**config.mk**
```make
export PLATFORM = sky130hd
export DESIGN_NAME = tsisf_slave
export DESIGN_NICKNAME = d
export VERILOG_FILES = /design/src/inc/tsisf_pkg.sv /design/src/rtl/tsisf_strap.sv /design/src/rtl/tsisf_result.sv /design/src/rtl/tsisf_slave.sv
export SDC_FILE = /design/constraint.sdc
export NUM_CORES = 1
export LEC_CHECK = 0
export ABC_CLOCK_PERIOD_IN_PS = 1800
export BUFFER_PORTS_ARGS = -buffer_cell sky130_fd_sc_hd__buf_2
export CAP_MARGIN = 10
export CORE_MARGIN = 4
export CORE_UTILIZATION = 50
export DETAILED_ROUTE_END_ITERATION = 16
export PLACE_DENSITY_LB_ADDON = 0.05
export RECOVER_POWER = 100
export SYNTH_ARGS = -nofsm -noshare
export SYNTH_HDL_FRONTEND = slang
export SYNTH_SLANG_ARGS = --single-unit
```
**constraint.sdc**
```tcl
create_clock -name REF_CLK -period 1.8 [get_ports REF_CLK]
set_input_delay 0.09 -clock REF_CLK [delete_from_list [all_inputs] [get_ports REF_CLK]]
set_output_delay 0.09 -clock REF_CLK [all_outputs]
set_load 0.03 [all_outputs]
```
**src/inc/tsisf_pkg.sv**
```systemverilog
package tsisf_pkg;

	// ------------------------------------------------------------
	// Clock and bus timing
	// ------------------------------------------------------------
	localparam int CLK_HZ       = 40000000;	// Reference clock rate
	localparam int FAST_SCL_HZ  = 400000;	// Fast mode bus clock
	localparam int HS_SCL_HZ    = 2000000;	// High-speed bus clock
	// Shortest bus clock half period in reference cycles
	localparam int HS_HALF_CYC  = CLK_HZ / (2 * HS_SCL_HZ);
	localparam int FAST_HALF_CYC = CLK_HZ / (2 * FAST_SCL_HZ);

	// ------------------------------------------------------------
	// Byte framing and result layout
	// ------------------------------------------------------------
	localparam logic [3:0]  BYTE_BITS   = 4'h8;	// Bits per byte
	localparam logic [3:0]  CNT_ZERO    = 4'h0;	// Bit counter start
	localparam logic [3:0]  LSB_PAD     = 4'h0;	// Trailing zero bits
	localparam logic [11:0] TEMP_RST    = 12'h000;	// Zero degrees
	localparam logic [11:0] TEMP_MAX    = 12'h7ff;	// Saturated positive
	localparam logic [11:0] TEMP_MIN    = 12'h800;	// Saturated negative
	localparam logic signed [15:0] CONV_MAX_S = 16'sh07ff;	// Top in range
	localparam logic signed [15:0] CONV_MIN_S = 16'shf800;	// Bottom in range
	localparam logic [7:0]  PTR_TEMP    = 8'h00;	// Result pointer value
	localparam logic [7:0]  PTR_RST     = 8'h00;	// Pointer after reset
	localparam logic [7:0]  BYTE_ZERO   = 8'h00;	// Filler byte

	// ------------------------------------------------------------
	// Resolution select codes and result masks
	// ------------------------------------------------------------
	localparam logic [1:0]  RES_9  = 2'h0;	// Nine bits
	localparam logic [1:0]  RES_10 = 2'h1;	// Ten bits
	localparam logic [1:0]  RES_11 = 2'h2;	// Eleven bits
	localparam logic [1:0]  RES_12 = 2'h3;	// Twelve bits
	localparam logic [11:0] MASK_9  = 12'hff8;
	localparam logic [11:0] MASK_10 = 12'hffc;
	localparam logic [11:0] MASK_11 = 12'hffe;
	localparam logic [11:0] MASK_12 = 12'hfff;

	// ------------------------------------------------------------
	// Slave address forming
	// ------------------------------------------------------------
	localparam logic [3:0] ADDR8_BASE = 4'h9;	// Upper bits, eight-address part
	localparam logic [6:0] ADDR_RST   = 7'h48;	// Address before first sample

	// ------------------------------------------------------------
	// Types
	// ------------------------------------------------------------
	typedef struct packed {
		logic floating;	// Pin left open
		logic level;	// Pin level when driven
	} tsisf_pin_t;

	typedef struct packed {
		tsisf_pin_t addr_strap_bit2;
		tsisf_pin_t addr_strap_bit1;
		tsisf_pin_t addr_strap_bit0;
	} tsisf_strap_t;

	typedef struct packed {
		logic              valid;	// Conversion finished this cycle
		logic signed [15:0] temp;	// Sixteenths of a degree
	} tsisf_conv_t;

	typedef enum logic [7:0] {
		ST_IDLE     = 8'h01,
		ST_ADDR     = 8'h02,
		ST_ADDR_ACK = 8'h04,
		ST_WR_BYTE  = 8'h08,
		ST_WR_ACK   = 8'h10,
		ST_RD_BYTE  = 8'h20,
		ST_RD_ACK   = 8'h40,
		ST_IGNORE   = 8'h80
	} tsisf_state_t;

endpackage

```
**src/rtl/tsisf_strap.sv**
```systemverilog
`timescale 1ns/1ps
module tsisf_strap
(
	input  wire logic                    clk,	// Reference clock
	input  wire logic                    rst,	// Synchronous reset
	input  wire logic                    sample,	// Take strap levels now
	input  wire logic                    variant_27,	// Three-level decode
	input  wire tsisf_pkg::tsisf_strap_t strap,	// Strap pin states
	output logic [6:0]                   addr	// Latched slave address
);
	import tsisf_pkg::*;

	// ------------------------------------------------------------
	// Decode
	// ------------------------------------------------------------
	// Pin state as a trit: 0 low, 1 high, 2 open
	function automatic logic [1:0] trit(input tsisf_pin_t p);
		trit = p.floating ? 2'h2 : {1'b0, p.level};
	endfunction

	// Three-level table over all 27 pin combinations
	function automatic logic [6:0] addr27(input tsisf_strap_t s);
		logic [5:0] key;
		key = {trit(s.addr_strap_bit2), trit(s.addr_strap_bit1), trit(s.addr_strap_bit0)};
		case (key)
			6'h00: addr27 = 7'h48;
			6'h01: addr27 = 7'h49;
			6'h04: addr27 = 7'h4a;
			6'h05: addr27 = 7'h4b;
			6'h10: addr27 = 7'h4c;
			6'h11: addr27 = 7'h4d;
			6'h14: addr27 = 7'h4e;
			6'h15: addr27 = 7'h4f;
			6'h20: addr27 = 7'h70;
			6'h22: addr27 = 7'h71;
			6'h21: addr27 = 7'h72;
			6'h24: addr27 = 7'h73;
			6'h26: addr27 = 7'h74;
			6'h25: addr27 = 7'h75;
			6'h28: addr27 = 7'h76;
			6'h29: addr27 = 7'h77;
			6'h08: addr27 = 7'h28;
			6'h09: addr27 = 7'h29;
			6'h18: addr27 = 7'h2a;
			6'h19: addr27 = 7'h2b;
			6'h02: addr27 = 7'h2c;
			6'h06: addr27 = 7'h2d;
			6'h12: addr27 = 7'h2e;
			6'h16: addr27 = 7'h2f;
			6'h0a: addr27 = 7'h35;
			6'h1a: addr27 = 7'h36;
			6'h2a: addr27 = 7'h37;
			default: addr27 = ADDR_RST;
		endcase
	endfunction

	// Latch the decoded address on each sample
	always_ff @(posedge clk)
	begin
		if (rst)
			addr <= ADDR_RST;
		else if (sample && variant_27)
			addr <= addr27(strap);
		else if (sample)
			addr <= {ADDR8_BASE, strap.addr_strap_bit2.level,
				strap.addr_strap_bit1.level, strap.addr_strap_bit0.level};
	end

	AST_ADDR8_FORM: assert property (@(posedge clk) disable iff (rst)
		sample && !variant_27 |=> addr[6:3] == ADDR8_BASE
			&& addr[0] == $past(strap.addr_strap_bit0.level))
		else $error("eight-address form wrong");

endmodule

```
**src/rtl/tsisf_result.sv**
```systemverilog
`timescale 1ns/1ps
module tsisf_result
(
	input  wire logic                   clk,	// Reference clock
	input  wire logic                   rst,	// Synchronous reset
	input  wire tsisf_pkg::tsisf_conv_t conv,	// Finished conversion
	input  wire logic [1:0]             res_sel,	// Resolution select
	output logic [11:0]                 result	// Temperature result
);
	import tsisf_pkg::*;

	logic [11:0] next_result;
	logic [11:0] sat;

	// Saturate, then clear the unused low bits
	always_comb
	begin
		if (conv.temp > CONV_MAX_S)
			sat = TEMP_MAX;
		else if (conv.temp < CONV_MIN_S)
			sat = TEMP_MIN;
		else
			sat = conv.temp[11:0];
		case (res_sel)
			RES_9:   next_result = sat & MASK_9;
			RES_10:  next_result = sat & MASK_10;
			RES_11:  next_result = sat & MASK_11;
			RES_12:  next_result = sat & MASK_12;
			default: next_result = sat;
		endcase
	end

	// Only a finished conversion updates the result
	always_ff @(posedge clk)
	begin
		if (rst)
			result <= TEMP_RST;
		else if (conv.valid)
			result <= next_result;
	end

	AST_RESULT_HOLD: assert property (@(posedge clk) disable iff (rst)
		!$past(conv.valid) && !$past(rst) |-> $stable(result))
		else $error("result moved without a conversion");
	AST_RES9_LOW: assert property (@(posedge clk) disable iff (rst)
		conv.valid && res_sel == RES_9 |=> result[2:0] == 3'h0)
		else $error("low bits not cleared at nine bits");
	AST_SATURATE: assert property (@(posedge clk) disable iff (rst)
		conv.valid && res_sel == RES_12 && conv.temp > CONV_MAX_S
			|=> result == TEMP_MAX)
		else $error("high temperature not saturated");
	AST_RESET_ZERO: assert property (@(posedge clk)
		$past(rst) |-> result == TEMP_RST)
		else $error("result not zero after reset");

endmodule

```
**src/rtl/tsisf_slave.sv**
```systemverilog
`timescale 1ns/1ps

//Operation
// - Result register holds latest conversion; bus writes never change it.
// - Result read gives two bytes, value in top 12 bits, rest zero.
// - Negative temperatures appear as twos complement codes.
// - Result reads zero after reset until first conversion completes.
// - Lower resolutions clear the unused low result bits.
// - One code step equals one sixteenth of a degree.
// - Temperatures of 128 degrees or more saturate at 7FF with the unused low bits cleared.
// - Device is slave only; data line driven open-drain, clock never driven.
// - Bus handled at fast and high-speed clock rates.
// - Every byte moves most significant bit first.
// - Data falling while clock high is START; address shifting begins.
// - First byte: seven address bits then read/write bit.
// - Matching address acknowledged by holding data low on ninth pulse.
// - Each byte is eight pulses plus one receiver acknowledge.
// - Data changes only with clock low; otherwise it is START or STOP.
// - Data rising while clock high is STOP, ending the transfer.
// - Three-level strap variant decodes 27 addresses.
// - Binary strap variant forms address 1001 plus pin levels.
// - Straps sampled after reset, on START, and on acquire request.
// - First written byte after address loads the register pointer.
// - Multi-byte registers go most significant byte first.
// - Two resolution bits pick nine to twelve bits.
module tsisf_slave
(
	input  wire logic                    REF_CLK,	// Reference clock
	input  wire logic                    SYS_RST,	// Synchronous reset, high
	input  wire logic                    SCL_IN,	// Bus clock level
	input  wire logic                    SDA_IN,	// Bus data level
	output logic                         SDA_OUT,	// Data output value, always low
	output logic                         SDA_OE,	// High while pulling data low
	input  wire tsisf_pkg::tsisf_strap_t STRAP,	// Address strap pins
	input  wire logic                    VARIANT_27,	// Three-level strap decode
	input  wire logic                    ADDR_ACQUIRE,	// Resample straps
	input  wire tsisf_pkg::tsisf_conv_t  CONV,	// Conversion result in
	input  wire logic                    RES_SEL_LOW,	// Resolution select, low bit
	input  wire logic                    RES_SEL_HIGH,	// Resolution select, high bit
	output logic [11:0]                  TEMP_RESULT,	// Temperature result
	output logic [6:0]                   SLAVE_ADDR,	// Latched slave address
	output logic [7:0]                   REG_POINTER,	// Register pointer
	output logic                         BUS_ACTIVE	// Addressed transfer running
);
	import tsisf_pkg::*;

	// ------------------------------------------------------------
	// Declarations
	// ------------------------------------------------------------
	tsisf_state_t state;
	logic         scl_q;
	logic         sda_q;
	logic         start_det;
	logic         stop_det;
	logic         scl_rise;
	logic         scl_fall;
	logic [3:0]   bit_cnt;
	logic [7:0]   rx_shift;
	logic [7:0]   tx_shift;
	logic         drive_low;
	logic         first_wr;
	logic         byte_sel;
	logic         master_nack;
	logic         post_rst;
	logic         strap_sample;
	logic         addr_match;
	logic [7:0]   msb_byte;
	logic [7:0]   lsb_byte;
	logic [7:0]   next_byte;
	logic [11:0]  result;
	logic [6:0]   addr;

	// True once the eighth bit of a byte has been clocked in
	function automatic logic byte_full(input logic [3:0] cnt);
		byte_full = (cnt == BYTE_BITS);
	endfunction

	// ------------------------------------------------------------
	// Bus sampling and condition detect
	// ------------------------------------------------------------
	// Previous levels for edge detection
	always_ff @(posedge REF_CLK)
	begin
		if (SYS_RST)
		begin
			scl_q <= 1'b1;
			sda_q <= 1'b1;
		end
		else
		begin
			scl_q <= SCL_IN;
			sda_q <= SDA_IN;
		end
	end

	// Edges and bus conditions
	assign scl_rise  = SCL_IN && !scl_q;
	assign scl_fall  = !SCL_IN && scl_q;
	assign start_det = SCL_IN && scl_q && sda_q && !SDA_IN;
	assign stop_det  = SCL_IN && scl_q && !sda_q && SDA_IN;

	// ------------------------------------------------------------
	// Strap sampling and address
	// ------------------------------------------------------------
	// Pulse after reset release, on START and on acquire
	always_ff @(posedge REF_CLK)
	begin
		if (SYS_RST)
			post_rst <= 1'b1;
		else
			post_rst <= 1'b0;
	end

	// Straps assumed settled before the bus starts
	assign strap_sample = post_rst || start_det || ADDR_ACQUIRE;

	tsisf_strap u_strap (
		.clk        (REF_CLK),
		.rst        (SYS_RST),
		.sample     (strap_sample),
		.variant_27 (VARIANT_27),
		.strap      (STRAP),
		.addr       (addr)
	);

	// Seven address bits, direction bit last
	assign addr_match = (rx_shift[7:1] == addr);

	// ------------------------------------------------------------
	// Temperature result
	// ------------------------------------------------------------
	tsisf_result u_result (
		.clk     (REF_CLK),
		.rst     (SYS_RST),
		.conv    (CONV),
		.res_sel ({RES_SEL_HIGH, RES_SEL_LOW}),
		.result  (result)
	);

	// Result bytes, value in upper twelve bits
	assign msb_byte  = result[11:4];
	assign lsb_byte  = {result[3:0], LSB_PAD};
	// Byte to send next, high byte first
	always_comb
	begin
		if (REG_POINTER != PTR_TEMP)
			next_byte = BYTE_ZERO;
		else if (byte_sel)
			next_byte = lsb_byte;
		else
			next_byte = msb_byte;
	end

	// ------------------------------------------------------------
	// Transfer state machine
	// ------------------------------------------------------------
	// Sequencing of address, acknowledge and data phases
	always_ff @(posedge REF_CLK)
	begin
		if (SYS_RST)
			state <= ST_IDLE;
		else if (start_det)
			state <= ST_ADDR;
		else if (stop_det)
			state <= ST_IDLE;
		else
		begin
			case (state)
				ST_IDLE:
					state <= ST_IDLE;
				ST_ADDR:
					if (scl_fall && byte_full(bit_cnt))
						state <= addr_match ? ST_ADDR_ACK : ST_IGNORE;
				ST_ADDR_ACK:
					if (scl_fall)
						state <= rx_shift[0] ? ST_RD_BYTE : ST_WR_BYTE;
				ST_WR_BYTE:
					if (scl_fall && byte_full(bit_cnt))
						state <= ST_WR_ACK;
				ST_WR_ACK:
					if (scl_fall)
						state <= ST_WR_BYTE;
				ST_RD_BYTE:
					if (scl_fall && byte_full(bit_cnt))
						state <= ST_RD_ACK;
				ST_RD_ACK:
					if (scl_fall)
						state <= master_nack ? ST_IGNORE : ST_RD_BYTE;
				ST_IGNORE:
					state <= ST_IGNORE;
				default:
					state <= ST_IDLE;
			endcase
		end
	end

	// ------------------------------------------------------------
	// Bit counting and receive shifting
	// ------------------------------------------------------------
	// Count rising clock edges within a byte
	always_ff @(posedge REF_CLK)
	begin
		if (SYS_RST || start_det)
			bit_cnt <= CNT_ZERO;
		else if (scl_fall && (byte_full(bit_cnt) || state == ST_ADDR_ACK
				|| state == ST_WR_ACK || state == ST_RD_ACK))
			bit_cnt <= CNT_ZERO;
		else if (scl_rise && !byte_full(bit_cnt))
			bit_cnt <= bit_cnt + 4'h1;
	end

	// Shift in, first bit lands at the top
	always_ff @(posedge REF_CLK)
	begin
		if (SYS_RST)
			rx_shift <= BYTE_ZERO;
		else if (scl_rise && (state == ST_ADDR || state == ST_WR_BYTE))
			rx_shift <= {rx_shift[6:0], SDA_IN};
	end

	// Master acknowledge after each sent byte
	always_ff @(posedge REF_CLK)
	begin
		if (SYS_RST)
			master_nack <= 1'b0;
		else if (scl_rise && state == ST_RD_ACK)
			master_nack <= SDA_IN;
	end

	// ------------------------------------------------------------
	// Pointer register
	// ------------------------------------------------------------
	// First written byte is the pointer; later data bytes dropped
	always_ff @(posedge REF_CLK)
	begin
		if (SYS_RST)
			first_wr <= 1'b0;
		else if (state == ST_ADDR_ACK && scl_fall)
			first_wr <= 1'b1;
		else if (state == ST_WR_BYTE && scl_fall && byte_full(bit_cnt))
			first_wr <= 1'b0;
	end

	always_ff @(posedge REF_CLK)
	begin
		if (SYS_RST)
			REG_POINTER <= PTR_RST;
		else if (state == ST_WR_BYTE && scl_fall && byte_full(bit_cnt) && first_wr)
			REG_POINTER <= rx_shift;
	end

	// ------------------------------------------------------------
	// Transmit path
	// ------------------------------------------------------------
	// High byte first on every new read
	always_ff @(posedge REF_CLK)
	begin
		if (SYS_RST || start_det)
			byte_sel <= 1'b0;
		else if (state == ST_RD_BYTE && scl_fall && byte_full(bit_cnt))
			byte_sel <= !byte_sel;
	end

	// Load a byte at each read phase start, shift on falling edges
	always_ff @(posedge REF_CLK)
	begin
		if (SYS_RST)
			tx_shift <= BYTE_ZERO;
		else if (scl_fall && ((state == ST_ADDR_ACK && rx_shift[0])
				|| (state == ST_RD_ACK && !master_nack)))
			tx_shift <= next_byte;
		else if (scl_fall && state == ST_RD_BYTE && !byte_full(bit_cnt))
			tx_shift <= {tx_shift[6:0], 1'b0};
	end

	// Open-drain pull, changed on falling clock, released on START or STOP
	always_ff @(posedge REF_CLK)
	begin
		if (SYS_RST || start_det || stop_det)
			drive_low <= 1'b0;
		else if (scl_fall)
		begin
			case (state)
				ST_ADDR:
					drive_low <= byte_full(bit_cnt) && addr_match;
				ST_ADDR_ACK:
					drive_low <= rx_shift[0] && !next_byte[7];
				ST_WR_BYTE:
					drive_low <= byte_full(bit_cnt);
				ST_RD_BYTE:
					drive_low <= !byte_full(bit_cnt) && !tx_shift[6];
				ST_RD_ACK:
					drive_low <= !master_nack && !next_byte[7];
				default:
					drive_low <= 1'b0;
			endcase
		end
	end

	// ------------------------------------------------------------
	// Outputs
	// ------------------------------------------------------------
	// Data pin only ever pulled low, clock never driven
	always_ff @(posedge REF_CLK)
	begin
		if (SYS_RST)
		begin
			SDA_OUT <= 1'b0;
			SDA_OE  <= 1'b0;
		end
		else
		begin
			SDA_OUT <= 1'b0;
			SDA_OE  <= drive_low && !start_det && !stop_det;
		end
	end

	// Status copies
	always_ff @(posedge REF_CLK)
	begin
		if (SYS_RST)
		begin
			TEMP_RESULT <= TEMP_RST;
			SLAVE_ADDR  <= ADDR_RST;
			BUS_ACTIVE  <= 1'b0;
		end
		else
		begin
			TEMP_RESULT <= result;
			SLAVE_ADDR  <= addr;
			BUS_ACTIVE  <= state != ST_IDLE && state != ST_IGNORE
				&& state != ST_ADDR;
		end
	end

	// ------------------------------------------------------------
	// Checks
	// ------------------------------------------------------------
	AST_START_TO_ADDR: assert property (@(posedge REF_CLK) disable iff (SYS_RST)
		start_det |=> state == ST_ADDR && bit_cnt == CNT_ZERO)
		else $error("START did not open address phase");

	AST_STOP_TO_IDLE: assert property (@(posedge REF_CLK) disable iff (SYS_RST)
		stop_det |=> state == ST_IDLE ##1 !SDA_OE)
		else $error("STOP did not end transfer");

	AST_ADDR_ACK: assert property (@(posedge REF_CLK) disable iff (SYS_RST)
		state == ST_ADDR && scl_fall && byte_full(bit_cnt) && addr_match
			&& !start_det && !stop_det |=> ##1 SDA_OE)
		else $error("matching address not acknowledged");

	AST_MISMATCH_QUIET: assert property (@(posedge REF_CLK) disable iff (SYS_RST)
		state == ST_IGNORE && $past(state) == ST_IGNORE |=> !SDA_OE)
		else $error("data driven after mismatch");

	AST_PULL_ON_LOW_CLOCK: assert property (@(posedge REF_CLK) disable iff (SYS_RST)
		$rose(drive_low) |-> $past(!SCL_IN))
		else $error("data pull started with clock high");

	AST_FIRST_BYTE_MSB: assert property (@(posedge REF_CLK) disable iff (SYS_RST)
		state == ST_ADDR_ACK && scl_fall && rx_shift[0] && !stop_det
			&& !start_det && REG_POINTER == PTR_TEMP
			|=> tx_shift == result[11:4])
		else $error("read did not begin with high byte");

endmodule

```
==> impl_metrics.json, run 1 <==
{
  "status": "complete, no violations",
  "ys_ff_latch": 82,
  "p_total_mw": 3.546,
  "routed-via-count": 3101,
  "cts_tree": "done",
  "final.setup.worst_slack_ns": 0.02650,
  "grt_pass1_wl_um": 13680,
  "core_mm2": 0.006794,
  "p_leak_nw": 1.731,
  "post_drt_wl_per_cell_um": 13.67,
  "p_int_mw": 2.664,
  "avgSynthCellArea_um2": 8.681,
  "seqPwrFrac": 0.534,
  "path_clk_slew_ns": 0.08,
  "core.rowCount": 30,
  "synth_nets": 435,
  "synth_area_mm2": 0.003490,
  "grt_max_degree": 29,
  "finalNonFillerCells": 598,
  "synth-main-ff-cell": "dfxtp_1",
  "hp-class": "in2reg",
  "synth_cell_type_count": 48,
  "cts_root_buf": "clkbuf_8",
  "drive_gt1_frac": 0.1972,
  "cp-end-kind": "flop",
  "synthTopCellsByCount": "dfxtp_1, nand2_1, nor2_1, a21oi_1, nor2b_1",
  "drt_pass1_iterations": 4,
  "synth_area_leader_cell": "dfxtp_1",
  "min_period_ns": 1.773,
  "dp.cells": 566,
  "min_period_over_period": 0.9853,
  "cp_cell_sequence": "and2b_1 -> o211ai_1 -> a21oi_2 -> clkbuf_2 -> or4_4 -> a21oi_2",
  "grt_overflow": 0,
  "vdd.ir_drop.worst_mv": 0.5966,
  "power_per_cell_area_mw_per_mm2": 807.8,
  "dr.first_iter.drc_count": 116,
  "antenna_found_initial": 0,
  "diodes": 0,
  "finalSetupViolations": 0,
  "tightest_slew_ns": 0.5893,
  "ant_nets": 0,
  "finalHoldViolations": 0,
  "critPathArrivalTime_ns": 2.06,
  "die_w_um": 91.54,
  "rsz0062_at_grt": "yes",
  "start_util": 0.5136,
  "cpMostUsedCell": "a21oi_2",
  "max_stage_delay_ns": 0.52,
  "drt-total-wl_um": 8173,
  "max_freq_mhz": 563.9,
  "slew_headroom": 0.6072,
  "async_flop_share": 0,
  "synth-seq-area-share": 0.4704,
  "path_max_fanout": 6,
  "crit_type": "reg2reg",
  "crit_required_ns": 2.09,
  "finalMaxSlewViolations": 0,
  "fin_worst_skew_ns": 0.006600,
  "avgViaCountPerCell": 5.186,
  "ys_warn_count": 0,
  "post-synth-top-count-cell": "dfxtp_1",
  "cts_buffers": 9,
  "synth_edf_count": 0,
  "pre_cts_ws_ns": -0.08178,
  "grt.busiest_layer": "met2",
  "fin_setup_tns_ns": 0,
  "swShare": 0.2488,
  "power.switching_mw": 0.8825,
  "place.gp.congestion": 0.9224,
  "gr-usage-all-layers": 0.2021,
  "io_buffers": 59,
  "dieArea_mm2": 0.008380,
  "synth_area_leaders": "dfxtp_1, nand2_1, mux2i_1",
  "cts_htree_levels": 3,
  "globalRouteMet1Util": 0.2782,
  "synth_top_cell_area_share": 0.4704,
  "clock_sinks": 82,
  "insertion_delay_ns": 0.35,
  "worstSetupStartpointType": "flop",
  "max-clock-path-buffers": 2,
  "die_h_um": 91.54,
  "power_frac_comb": 0.084,
  "io_pins": 61,
  "grt_use_met3": 0.06545,
  "synthToLayoutAreaGrowth_pct": 25.82,
  "synth_cells": 402,
  "met2_usage": 0.3001,
  "nets": 530,
  "hpwl_um": 5739,
  "grt_pass1_vias": 2896,
  "drc_errors": 0,
  "crit_path_top_delay_cell": "or4_4",
  "clkPwrFrac": 0.382,
  "maxCapViolCount": 0
}
-- cells by family after synthesis --
logic type,synth area share
AND/OR/NAND/NOR,0.2467
AO/OA/AOI/OAI,0.1484
flip-flops,0.4704
buffers and inverters,0.03120
multiplexers,0.05737
XOR/XNOR,0.03765
adder cells (fa/ha/maj),0.007170
other,0.001075
-- power groups by stage --
stage,clock [mW],combinational [mW],sequential [mW]
finish,1.36,0.298,1.89
global route,1.48,0.331,1.90
CTS,1.40,0.301,1.89
detailed placement,0,0.281,1.94
global placement,0,0.279,1.94
floorplan,0,0.152,1.96
-- flip-flops by register name, summed over array words and instances (netlist names), 4 cells and up --
signal / count
tx_shift: 7
state: 8
u_strap.addr: 7
u_result.result: 12
rx_shift: 8
REG_POINTER: 8
bit_cnt: 4
TEMP_RESULT: 12
SLAVE_ADDR: 7
-- layer usage --
metal | vias up | share of wire
li1 | 1590 | -
met1 | 1435 | 0.49
met2 | 70 | 0.44
met3 | 6 | 0.051
met4 | 0 | 0.012
met5 | - | 0
-- path summary, 6_finish.rpt --
kind / slack (ns) / endpoint / startpoint / cells after the start
hold / removal: 0.02 / scl_q / SCL_IN / 2
setup / recovery: 0.03 / state[3] / state[2] / 6
setup reg to reg: 0.03 / state[3] / state[2] / 6
hold reg to reg: 0.45 / SDA_OE / drive_low / 2
-- metrics by stage --
stage	util	instance area [um2]	hold slack (ns)
final	0.6462	4390	0.02177
after global routing	0.6462	4390	0.01376
after CTS	0.6446	4379	0.001464
after detailed placement	0.5969	4055	0.3330
after global placement	0.5969	4055	0.3261
after floorplan	-	3492	0.1177
-- layout make-up --
class	instances	area (um2)
inverters	7	26.28
repair buffers	104	608.1
clock inverters	6	65.06
flip-flops and latches	82	1649
well taps	96	120.1
multi-input cells	293	1784
clock buffers	10	137.6
fillers	596	2404
-- worst max-delay path: cells and delay by family, from the launching register on --
family / cells / cell delay [ns]
compound gates: 3 / 0.48
buf+inv: 1 / 0.15
flops: 1 / 0.38
simple gates: 2 / 0.71
-- timing repair --
action / in CTS / in global routing
pin swaps: 1 / 7
hold buffers: 11 / 0
gates resized for setup: 3 / 14
endpoints found under the hold margin: 11 / 0
endpoints found under the setup margin: 13 / 21
setup buffers: 1 / 4
-- cells in the final DEF (no fill, tap or decap), drive strengths merged, types with 7 or more instances in the layout --
master       instances
clkbuf              46
inv                  8
mux2i               20
nand3               11
xor2                 7
xnor2                8
a21oi               34
dfxtp               82
dlygate4sd3         11
nor2                38
nand2               55
nor2b               21
buf                 57
o21ai               20
(Power assumes the default switching activity.)
==> run 2: changes to the inputs <==
- CORE_UTILIZATION: 50 -> 51
- GPL_ROUTABILITY_DRIVEN: default -> 0
- SYNTH_HIERARCHICAL: default -> 1
==> impl_metrics.json, run 2 <==
{
  "rrSetupSlack_ns": -0.30,
  "tightest_slew_ns": 1.203,
  "fin_util": 0.6618,
  "synthToLayoutAreaGrowth_pct": 26.86,
  "cts_buffers": 9,
  "reg2reg_depth": 5,
  "nets": 552,
  "rr_endpoint": "state[7]",
  "gr-usage-all-layers": 0.2188,
  "synthTopCellsByCount": "dfxtp_1, nor2_1, a21oi_1, nor2b_1, nand2_1",
  "min_period_ns": 2.103,
  "finalNonFillerCells": 623,
  "seqPwrFrac": 0.502,
  "drc_errors": 0,
  "synth_area_leader_cell": "dfxtp_1",
  "cts_tree": "done",
  "synth_cells": 420,
  "drive_gt1_frac": 0.2557,
  "worstReg2RegStart": "state[5]",
  "grt_pass1_wl_um": 15070,
  "slew_headroom": 0.1980,
  "p_int_mw": 2.852,
  "post-synth-top-count-cell": "dfxtp_1",
  "min_from": "CONV[2]",
  "die_h_um": 93.91,
  "reg_top3": "TEMP_RESULT: 12 flops, u_result/result: 12 flops",
  "io_buffers": 59,
  "synth_area_leaders": "dfxtp_1, nor2_1, nor2b_1",
  "finalMaxSlewViolations": 0,
  "async_flop_share": 0,
  "path_clk_slew_ns": 0.09,
  "synth-main-ff-cell": "dfxtp_1",
  "ys_warn_count": 6,
  "endpoint": "state[7]",
  "drt-total-wl_um": 9422,
  "dr.first_iter.drc_count": 137,
  "core_mm2": 0.007214,
  "rsz0062_at_grt": "yes",
  "avgSynthCellArea_um2": 8.961,
  "power_frac_comb": 0.100,
  "antenna_found_initial": 0,
  "core.rowCount": 31,
  "grt_pass1_vias": 3121,
  "synth_top_cell_area_share": 0.4362,
  "fin_worst_skew_ns": 0.007420,
  "ys_ff_latch": 82,
  "pre_cts_ws_ns": -0.2671,
  "max_freq_mhz": 475.5,
  "die_w_um": 93.91,
  "cts_root_buf": "clkbuf_8",
  "final.setup.worst_slack_ns": -0.3029,
  "synth_area_mm2": 0.003764,
  "maxCapViolCount": 0,
  "vdd.ir_drop.worst_mv": 0.3882,
  "crit_required_ns": 2.10,
  "critPathArrivalTime_ns": 2.40,
  "swShare": 0.2504,
  "cp-end-kind": "flop",
  "synth-seq-area-share": 0.4362,
  "startpoint": "state[5]",
  "clock_sinks": 82,
  "hpwl_um": 6380,
  "synth_cell_type_count": 63,
  "min_period_over_period": 1.168,
  "final_cell_mix": "dfxtp_1, nor2_1, buf_4",
  "max-clock-path-buffers": 2,
  "clkPwrFrac": 0.398,
  "crit_type": "reg2reg",
  "layout_commonest_cell": "dfxtp_1",
  "path_max_fanout": 2,
  "diodes": 0,
  "p_leak_nw": 1.865,
  "violations": "setup timing",
  "start_util": 0.5217,
  "finalHoldViolations": 0,
  "stdcell_area_mm2": 0.004775,
  "power.switching_mw": 0.9524,
  "hp-class": "in2reg",
  "ant_nets": 0,
  "cts_htree_levels": 3,
  "power_per_cell_area_mw_per_mm2": 796.8,
  "post_drt_wl_per_cell_um": 15.12,
  "fin_setup_tns_ns": -2.754,
  "avgViaCountPerCell": 5.404,
  "whs_ns": 0.01307,
  "finalSetupViolations": 21,
  "dp.cells": 595,
  "insertion_delay_ns": 0.36,
  "drt_pass1_iterations": 4,
  "routed-via-count": 3367,
  "worstSetupStartpointType": "flop",
  "dieArea_mm2": 0.008818,
  "io_pins": 61,
  "grt_max_degree": 64,
  "status": "finished with violations",
  "synth_edf_count": 0,
  "p_total_mw": 3.804,
  "grt_overflow": 0,
  "synth_nets": 453,
  "placed_cell_area_mm2": 0.004387
}
[run 2: cell count changes after synthesis, moves of 4 or more]
cell      previous run  this run
nand2b_1             4        10
a21oi_1             34        29
a31oi_1              5         0
buf_4                1         5
or2_2                4         8
mux2_2               0         8
nor2b_1             21        25
mux2i_1             20        13
nand2_1             55        24
nand3_1             11        23
a211oi_1             6        11
nor2_1              38        43
[run 2: final cells by class]
type	count	area, um2
clock buffer	10	137.6
multi-input combinational	307	2071
inverter	7	26.28
sequential	82	1643
tap	99	123.9
clock inverter	6	90.09
fill	635	2440
timing repair buffer	112	683.2
[run 2: worst min-delay path by stage]
stage                               to  slack [ns]  depth (start not counted)
floorplan                     post_rst        0.12                          0
global placement    u_result/result[4]        0.36                          3
detailed placement  u_result/result[9]        0.37                          3
CTS                 u_result/result[2]       0.008                          3
global route        u_result/result[2]        0.01                          3
finish              u_result/result[2]        0.01                          3
[run 2: per-layer routing]
| layer | GRT usage | routed length, um |
|---|---|---|
| met1 | 0.2858 | 4409 |
| met2 | 0.3377 | 4246 |
| met3 | 0.05369 | 472 |
| met4 | 0.1047 | 293 |
| met5 | 0 | 0 |
[run 2: worst max-delay path, stage by stage (launching register included)]
cell	delay (ns)
dfxtp_2	0.33
or4_4	0.54
or4_4	0.45
and4_4	0.19
or4_4	0.41
a21oi_2	0.12
[run 2: timing repair]
item	CTS	global route
buffers inserted	3	2
pin swaps	5	15
gates resized for setup	16	20
hold buffers	8	0
endpoints found under the setup margin	30	34
endpoints found under the hold margin	8	0
[run 2: logic make-up (layout without fill, tap and decap cells)]
family | count (synthesis) | count (layout) | synth area share
AOI/OAI and AO/OA | 88 | 88 | 0.1589
xor gates and xnor gates | 16 | 16 | 0.03724
adders and majority gates | 2 | 2 | 0.006648
buffers and inverters | 31 | 135 | 0.04255
DFF | 82 | 82 | 0.4362
muxes | 21 | 21 | 0.05851
other | 1 | 1 | 0.0009964
and+or+nand+nor | 179 | 179 | 0.2590
[run 2: power by group through the flow]
| stage | Clock, mW | Sequential (mW) | Combinational, mW |
|---|---|---|---|
| 3_5_place_dp | 0 | 1.95 | 0.374 |
| 5_1_grt | 1.61 | 1.92 | 0.418 |
| 2_1_floorplan | 0 | 1.98 | 0.206 |
| 6_report | 1.51 | 1.91 | 0.381 |
| 3_3_place_gp | 0 | 1.95 | 0.369 |
| 4_1_cts | 1.53 | 1.91 | 0.392 |
